==> config.mk <==
export PLATFORM = sky130hd
export DESIGN_NAME = hpp_pins
export DESIGN_NICKNAME = d
export VERILOG_FILES = /design/src/pkg/hpp_pkg.sv /design/src/rtl/hpp_port_ctl.sv /design/src/rtl/hpp_pins.sv
export SDC_FILE = /design/constraint.sdc
export NUM_CORES = 1
export LEC_CHECK = 0
export BUFFER_PORTS_ARGS = -buffer_cell sky130_fd_sc_hd__buf_2
export CELL_PAD_IN_SITES_DETAIL_PLACEMENT = 0
export CELL_PAD_IN_SITES_GLOBAL_PLACEMENT = 1
export CORE_MARGIN = 1.5
export CORE_UTILIZATION = 42
export DETAILED_ROUTE_END_ITERATION = 7
export PLACE_DENSITY = 0.91
export SLEW_MARGIN = 20
export SYNTH_ARGS = -nofsm -noshare
export SYNTH_HDL_FRONTEND = slang
export SYNTH_SLANG_ARGS = --single-unit
==> constraint.sdc <==
create_clock -name CORE_CLK -period 4.2 [get_ports CORE_CLK]
set_input_delay 0.21 -clock CORE_CLK [delete_from_list [all_inputs] [get_ports CORE_CLK]]
set_output_delay 0.21 -clock CORE_CLK [all_outputs]
set_load 0.1 [all_outputs]
==> src/pkg/hpp_pkg.sv <==
// Package of constants and carrier types for the hub port power and boot pin block
package hpp_pkg;
    localparam int NUM_PORTS = 2;
    localparam int CLK_HZ = 50_000_000;
    // Serial ROM clock rates selected by the strap
    localparam int ROM_SLOW_HZ = 30_000_000;
    localparam int ROM_FAST_HZ = 60_000_000;
    // Over-current deglitch time in ns and its cycle count
    localparam int OC_FILTER_NS = 100;
    localparam int OC_FILTER_CYC = (OC_FILTER_NS * (CLK_HZ / 1_000_000) + 999) / 1000;
    localparam logic [3:0] OC_FILTER_CNT = 4'(OC_FILTER_CYC);
    // Cycles after enabling a port before the pin is trusted as a sense input
    localparam int PWR_SETTLE_CYC = 4;
    localparam logic [3:0] PWR_SETTLE_CNT = 4'(PWR_SETTLE_CYC);
    localparam logic STRAP_RESET = 1'b0;
    localparam logic [NUM_PORTS-1:0] PORT_OFF = 2'h0;

    typedef struct packed {
        logic o;
        logic oe;
    } hpp_pin_t;

    typedef struct packed {
        logic req;
        logic i2c_mode;
        logic power_down;
        logic rom_clk;
        logic i2c_scl_oe;
    } hpp_rom_ctl_t;
endpackage

==> src/rtl/hpp_port_ctl.sv <==
// One downstream port power enable pin with over-current sense
module hpp_port_ctl (
    input wire logic clk,
    input wire logic rst_n,
    input wire logic power_on,
    input wire logic pin_i,
    output hpp_pkg::hpp_pin_t pin,
    output logic powered,
    output logic oc_event
);
    // ************************************************************
    // Port power state
    // ************************************************************
    logic en_q, en_d;
    logic [3:0] settle_q, settle_d;
    logic [3:0] filt_q, filt_d;
    logic oc_d;
    logic oc_q;

    always_comb begin
        en_d = en_q;
        settle_d = settle_q;
        filt_d = 4'h0;
        oc_d = 1'b0;
        if (!power_on) begin
            en_d = 1'b0;
            settle_d = 4'h0;
        end else if (!en_q) begin
            en_d = 1'b1;
            settle_d = 4'h0;
        end else if (settle_q != hpp_pkg::PWR_SETTLE_CNT) begin
            settle_d = settle_q + 4'h1;
        end else if (!pin_i) begin
            // Switch pulls the pin low on fault
            filt_d = filt_q + 4'h1;
            if (filt_d == hpp_pkg::OC_FILTER_CNT) begin
                en_d = 1'b0;
                oc_d = 1'b1;
                filt_d = 4'h0;
            end
        end
    end

    always_ff @(posedge clk) begin
        if (!rst_n) begin
            en_q <= 1'b0;
            settle_q <= 4'h0;
            filt_q <= 4'h0;
            oc_q <= 1'b0;
        end else begin
            en_q <= en_d;
            settle_q <= settle_d;
            filt_q <= filt_d;
            oc_q <= oc_d;
        end
    end

    // Open drain: low holds the switch off, released lets the pull-up enable it
    assign pin.o = 1'b0;
    assign pin.oe = !en_q;
    assign powered = en_q;
    assign oc_event = oc_q;
endmodule

==> src/rtl/hpp_pins.sv <==
// Top of the hub port power, upstream connect and boot ROM pin logic
module hpp_pins (
    input wire logic CORE_CLK,
    input wire logic RESET_N,
    input wire logic [1:0] PORT_POWER_ON,
    input wire logic [1:0] PORT_POWER_CTL_I,
    output logic [1:0] PORT_POWER_CTL_O,
    output logic [1:0] PORT_POWER_CTL_OE,
    output logic [1:0] PORT_POWERED,
    output logic [1:0] PORT_OC_STATUS,
    input wire logic [1:0] PORT_OC_CLEAR,
    input wire logic UPSTREAM_POWER_DETECT,
    output logic UPSTREAM_PULLUP_EN,
    input wire logic ROM_ENABLE,
    input wire hpp_pkg::hpp_rom_ctl_t ROM_CTL,
    input wire logic ROM_SEL,
    output logic ROM_CE_N,
    output logic ROM_CLK_O,
    output logic ROM_CLK_OE,
    input wire logic ROM_DO_I,
    output logic ROM_DO_PULLDOWN,
    output logic ROM_SPEED_FAST,
    output logic ROM_SPEED_VALID
);
    // ************************************************************
    // Pin helpers
    // ************************************************************
    // Pin driven to a level
    function automatic hpp_pkg::hpp_pin_t pin_drive(
        input logic level
    );
        hpp_pkg::hpp_pin_t res;
        res.o = level;
        res.oe = 1'b1;
        return res;
    endfunction

    // Open-drain pin that only ever pulls low
    function automatic hpp_pkg::hpp_pin_t pin_pull_low(
        input logic pull
    );
        hpp_pkg::hpp_pin_t res;
        res.o = 1'b0;
        res.oe = pull;
        return res;
    endfunction

    // Sticky flags, a same-cycle event beats the clear
    function automatic logic [1:0] flag_next(
        input logic [1:0] flag,
        input logic [1:0] clear,
        input logic [1:0] hit
    );
        return (flag & ~clear) | hit;
    endfunction

    // ************************************************************
    // Downstream ports
    // ************************************************************
    hpp_pkg::hpp_pin_t pin [2];
    logic [1:0] oc_evt;

    for (genvar p = 0; p < hpp_pkg::NUM_PORTS; p++) begin : g_port
        hpp_port_ctl u_port (
            .clk(CORE_CLK),
            .rst_n(RESET_N),
            .power_on(PORT_POWER_ON[p]),
            .pin_i(PORT_POWER_CTL_I[p]),
            .pin(pin[p]),
            .powered(PORT_POWERED[p]),
            .oc_event(oc_evt[p])
        );
        assign PORT_POWER_CTL_O[p] = pin[p].o;
        assign PORT_POWER_CTL_OE[p] = pin[p].oe;
    end

    // ************************************************************
    // Over-current flags
    // ************************************************************
    logic [1:0] oc_q;
    logic [1:0] oc_d;

    always_comb begin
        oc_d = flag_next(oc_q, PORT_OC_CLEAR, oc_evt);
    end

    always_ff @(posedge CORE_CLK) begin
        if (!RESET_N) begin
            oc_q <= hpp_pkg::PORT_OFF;
        end else begin
            oc_q <= oc_d;
        end
    end

    assign PORT_OC_STATUS = oc_q;

    // ************************************************************
    // Upstream connect
    // ************************************************************
    logic pu_q;
    logic pu_d;

    always_comb begin
        pu_d = UPSTREAM_POWER_DETECT;
    end

    always_ff @(posedge CORE_CLK) begin
        if (!RESET_N) begin
            pu_q <= 1'b0;
        end else begin
            pu_q <= pu_d;
        end
    end

    // Falls with bus power at once, rises one cycle after it
    assign UPSTREAM_PULLUP_EN = pu_q & UPSTREAM_POWER_DETECT;

    // ************************************************************
    // Speed strap
    // ************************************************************
    logic strap_q;
    logic strap_d;
    logic strap_v_q;
    logic strap_v_d;

    always_comb begin
        strap_d = strap_q;
        strap_v_d = 1'b1;
        if (!strap_v_q) begin
            strap_d = ROM_DO_I;
        end
    end

    always_ff @(posedge CORE_CLK) begin
        if (!RESET_N) begin
            strap_q <= hpp_pkg::STRAP_RESET;
            strap_v_q <= 1'b0;
        end else begin
            strap_q <= strap_d;
            strap_v_q <= strap_v_d;
        end
    end

    assign ROM_SPEED_FAST = strap_q;
    assign ROM_SPEED_VALID = strap_v_q;
    assign ROM_DO_PULLDOWN = !strap_v_q;

    // ************************************************************
    // Serial ROM pins
    // ************************************************************
    typedef enum logic [1:0] {
        ROM_IDLE,
        ROM_OFF,
        ROM_EEPROM,
        ROM_ACCESS
    } hpp_rom_mode_t;

    // Priority: power-down, then EEPROM clock, then ROM access
    function automatic hpp_rom_mode_t rom_mode(
        input logic enable,
        input hpp_pkg::hpp_rom_ctl_t ctl
    );
        hpp_rom_mode_t mode;
        mode = ROM_IDLE;
        if (enable && ctl.power_down) begin
            mode = ROM_OFF;
        end else if (ctl.i2c_mode) begin
            mode = ROM_EEPROM;
        end else if (enable && ctl.req) begin
            mode = ROM_ACCESS;
        end
        return mode;
    endfunction

    logic ce_n_q;
    logic ce_n_d;
    hpp_pkg::hpp_pin_t rom_clk_q;
    hpp_pkg::hpp_pin_t rom_clk_d;

    always_comb begin
        ce_n_d = 1'b1;
        rom_clk_d = pin_drive(1'b0);
        unique case (rom_mode(ROM_ENABLE, ROM_CTL))
            ROM_IDLE: begin
                ce_n_d = 1'b1;
                rom_clk_d = pin_drive(1'b0);
            end
            ROM_OFF: begin
                ce_n_d = 1'b1;
                rom_clk_d = pin_drive(1'b0);
            end
            ROM_EEPROM: begin
                rom_clk_d = pin_pull_low(ROM_CTL.i2c_scl_oe);
            end
            ROM_ACCESS: begin
                ce_n_d = !ROM_SEL;
                rom_clk_d = pin_drive(ROM_CTL.rom_clk);
            end
        endcase
    end

    always_ff @(posedge CORE_CLK) begin
        if (!RESET_N) begin
            ce_n_q <= 1'b1;
            rom_clk_q <= pin_drive(1'b0);
        end else begin
            ce_n_q <= ce_n_d;
            rom_clk_q <= rom_clk_d;
        end
    end

    assign ROM_CE_N = ce_n_q;
    assign ROM_CLK_O = rom_clk_q.o;
    assign ROM_CLK_OE = rom_clk_q.oe;
endmodule

# == Word level (Yosys, flattened, before mapping) ==
# Cells that the tools add are included.
# word_totals
register_bits,28
latchBits,0
ramBits,0
romBits,0
word_cells,67
n_memories,0
# classes
addsub,4
multipliers,0
div,0
n_lt_le_gt_ge,0
eq_ne,7
shifts,0
mux,15
n_bitwise,9
n_reduce_logical,17
# op_table
op,n
$add 4x1->4 const B,4
$reduce_or 6->1,2
$mux 1,11
$reduce_or 5->1,2
$eq 4x3->1 const B,2
$ne 4x3->1 const B,2
$mux 2,3
$pmux 2 s3,1
$reduce_and 2->1,3
$reduce_and 3->1,2
$not 1->1,5
$eq 2x2->1 const B,2
$logic_not 1->1,4
$and 2x2->2,1
$eq 2x1->1 const B,1
$logic_and 1x1->1,2
$logic_not 2->1,1
$not 2->2,1
$or 2x2->2,1
$reduce_or 2->1,1
$and 1x1->1,1

# == Longest topological paths before layout ==
# logic_depth
ltp_word,7
depth_mapped,5
ltp_nobuf,5

# == Hierarchy ==
# A second synthesis with hierarchy kept.
# hier_totals
hier_cells,130
area_unflattened_um2,1326.3
# modules_own_cells
mod,n_inst,cells_each,area_each_um2,seq_area_each_um2
hpp_port_ctl at g_port[1].u_port,1,54,543.0,200.2
hpp_port_ctl at g_port[0].u_port,1,53,513.0,200.2
hpp_pins,1,23,270.3,160.2

# == Least setup slack after synthesis ==
# No wires, ideal clock.
# synth_timing
kind,register -> output
startpoint,register strap_v_q (netlist: ROM_SPEED_VALID)
endpoint,output port ROM_DO_PULLDOWN
arrival_ns,1.655
setup_slack_ns,2.335
path_stages_with_launch,2
n_path_buf,0
path_cell_list,dfxtp_1 -> inv_1
# synth_between
elab_chain_cells,1
# synth_lines
element,line_no,rtl
start: declaration,hpp_pins.sv:123,logic strap_v_q;
start signal: assignment,hpp_pins.sv:140,strap_v_q <= strap_v_d;
$logic_not 1->1,hpp_pins.sv:146,assign ROM_DO_PULLDOWN = !strap_v_q;
end: declaration,hpp_pins.sv:21,"output logic ROM_DO_PULLDOWN,"
# Every way passes these cells.

# == Worst setup path after layout ==
# layout_timing
startpoint,register g_port[1].u_port.settle_q[0]
endpoint,register g_port[1].u_port.filt_q[2]
# layout_between
elab_chain_cells,2
# layout_lines
element,line_no,rtl
start: declaration,hpp_port_ctl.sv:15,"logic [3:0] settle_q, settle_d;"
start signal: assignment,hpp_port_ctl.sv:52,settle_q <= settle_d;
$ne 4x3->1,hpp_port_ctl.sv:31,end else if (settle_q != hpp_pkg::PWR_SETTLE_CNT) begin
$reduce_or 6->1 (no line),n/a,
end signal: assignment,hpp_port_ctl.sv:53,filt_q <= filt_d;
end: declaration,hpp_port_ctl.sv:16,"logic [3:0] filt_q, filt_d;"
# Every way passes these cells.
# A chain may end at the register's enable or synchronous reset.

==> results.json <==
{
  "fin_crit_sh": 0.3835,
  "hold_path.class": "in -> reg",
  "final_cell_mix": "29 x buf_2, 28 x dfxtp_1, 14 x inv_1, 12 x nor2_1, 8 x ha_1",
  "intPower_uw": 378.7,
  "place_area_sq_um": 1481,
  "p_per_area_nw_per_um2": 334.1,
  "post-route-drc-count": 0,
  "multi_input_comb_area_sq_um": 668.1,
  "cp-start-kind": "flop",
  "power_frac_seq": 0.530,
  "critPathKind": "reg -> reg",
  "fin_tns_setup_ns": 0,
  "synth_cells": 132,
  "dieArea_sq_um": 3485,
  "gp_congestion": 0.6815,
  "first_pass_iters": 4,
  "regToRegEndpoint": "g_port[1].u_port.filt_q[2]",
  "startpoint": "g_port[1].u_port.settle_q[0]",
  "syn2layout_area_growth_pct": 16.32,
  "maxSlewHeadroom": 0.6700,
  "n_fill_cell": 280,
  "worstSetupEndpointType": "flop",
  "grt_max_degree": 17,
  "synth_edf_count": 0,
  "drtIter0Drc": 23,
  "ys.flop_type": "dfxtp_1",
  "status": "finished clean",
  "cts_hold_buf": 0,
  "dr.max_layer_used": "met4",
  "ys_seq_elements": 28,
  "cts_buffer_depth": 2,
  "clk_pin_slew_ns": 0.15,
  "finalCriticalPeriod_ns": 1.611,
  "peakVddDrop_mv": 0.2265,
  "cp-endpoint": "g_port[1].u_port.filt_q[2]",
  "hold_violations": 0,
  "comb_power_share": 0.126,
  "antenna_found_initial": 0,
  "crit_required_ns": 4.44,
  "cts_setup_buffers": 0,
  "io_pins": 32,
  "start_util": 0.4355,
  "cts_tree": "done",
  "r2r-start": "g_port[1].u_port.settle_q[0]",
  "ys_seq_area_frac": 0.4250,
  "r2r_slack_ns": 2.59,
  "switching_power_uw": 133.7,
  "htreeDepth": 1,
  "core_sq_um": 3028,
  "grt_pass1_wl_mm": 3.767,
  "clkSinkCount": 28,
  "clockRootBuffer": "clkbuf_4",
  "die_w_microns": 59.04,
  "power.leakage_uw": 0.0006946,
  "yosys_warnings": 0,
  "wl_met1_mm": 1.028,
  "cts_buffers": 3,
  "synthTopCellsByArea": "dfxtp_1 43%, ha_1 7.6%, inv_1 4.0%",
  "synth_area_sq_um": 1319,
  "grt_pass1_vias": 956,
  "finalMaxSlewViolations": 0,
  "grt_setup_unrepaired": "no",
  "routed_wl_mm": 2.290,
  "arrival_ns": 1.85,
  "yosysTopAreaCell": "dfxtp_1",
  "finalSetupViolations": 0,
  "clockPowerShare": 0.343,
  "drive_gt1_frac": 0.2671,
  "design_area_sq_um": 1534,
  "met3_length_microns": 106,
  "yosysUniqueCellTypes": 36,
  "fin_nets": 187,
  "clk_latency_ns": 0.33,
  "register_area_sq_um": 560.5,
  "synthArstFlopShare": 0,
  "worst-r2r-cell-count": 5,
  "num_rows": 20,
  "layout_commonest_cell": "buf_2",
  "grt_use_total": 0.1418,
  "min_path_cells": 2,
  "antenna_cells": 0,
  "ant_nets": 0,
  "cts_resized": 0,
  "dp.cells": 201,
  "synth_top_cell_area_share": 0.4250,
  "crit_fanout": 5,
  "fin_util": 0.5066,
  "worstHoldStart": "ROM_SEL",
  "synth_area_per_cell_sq_um": 9.991,
  "numPortBuffers": 29,
  "wl_met2_mm": 1.131,
  "fmax_ghz": 0.6209,
  "vias": 980,
  "worst_pin_slew_ns": 0.4896,
  "netSwitchingFraction": 0.2609,
  "avgRoutedWirePerCell_microns": 11.17,
  "cap_violations": 0,
  "instances_no_fill": 205,
  "die_y_microns": 59.04,
  "clock_skew_ns": 0.007814,
  "vias_per_cell": 4.780,
  "hold_slack_ns": 0.02412,
  "dp_hpwl_mm": 1.812,
  "grt_overflow": 0
}
## worst max-delay path, stage by stage (launching register included)
cell      delay, ns
dfxtp_1        0.37
inv_1          0.07
ha_1           0.24
nand3b_4       0.12
or4_4          0.47
a211oi_1       0.26
## power groups by stage
stage / clock network [uW] / logic [uW] / registers, uW
after floorplan: 0 / 42.3 / 289
after CTS: 181 / 65.2 / 272
final: 176 / 64.8 / 272
after global routing: 191 / 67.8 / 272
after detailed placement: 0 / 65.0 / 278
after global placement: 0 / 64.4 / 277
## layout make-up
class | instances | share of cell area
Tap cell | 44 | 0.03589
Clock inverter | 1 | 0.01958
Multi-Input combinational cell | 86 | 0.4356
Inverter | 14 | 0.03426
Timing Repair Buffer | 29 | 0.09462
Sequential cell | 28 | 0.3654
Clock buffer | 3 | 0.01468
## through the flow
step | power, uW | worst slack, ns
after global placement | 341.7 | 2.693
after global routing | 531.1 | 2.506
final | 512.4 | 2.589
after CTS | 518.1 | 2.581
after floorplan | 331.3 | 2.335
after detailed placement | 342.7 | 2.619
## cell families (layout without fill, tap and decap cells)
logic type,count (synthesis),count (layout),synth area share
adder cells (fa/ha/maj),8,8,0.07590
other,1,2,0.002844
buffers and inverters,19,47,0.07116
multiplexers,5,5,0.03795
AND/OR/NAND/NOR,49,49,0.2476
XOR/XNOR,6,6,0.03985
AO/OA/AOI/OAI,16,16,0.09962
flip-flops,28,28,0.4250
## registers in the layout, summed over array words and instances, names as in the netlist
name / count
PORT_OC_STATUS: 2
ROM_CE_N: 1
ROM_CLK_O: 1
ROM_CLK_OE: 1
ROM_SPEED_FAST: 1
ROM_SPEED_VALID: 1
g_port.u_port.filt_q: 8
g_port.u_port.oc_event: 2
g_port.u_port.powered: 2
g_port.u_port.settle_q: 8
pu_q: 1
## synth_stat cells, drive strengths merged (3+ instances only)
cell type / count
inv: 14
o21a: 4
mux2i: 5
nand3b: 3
buf: 5
xnor2: 4
a31oi: 4
ha: 8
and2: 3
dfxtp: 28
nor2b: 4
nand2: 4
nor2: 12
nand3: 6
a211oi: 3
## per-layer routing
layer,GRT usage,up-vias
met4,0.06169,0
met1,0.1512,450
met5,0,-
li1,-,500
met3,0.04148,2
met2,0.2571,28
## worst min-delay path by stage
stage                                  to  slack (ns)
after detailed placement         ROM_CE_N        0.38
after floorplan           ROM_SPEED_VALID        0.24
after global routing             ROM_CE_N       0.003
after global placement           ROM_CE_N        0.38
after CTS                        ROM_CE_N        0.01
final                            ROM_CE_N        0.02
Note: power is estimated with default switching activity, not from simulation.
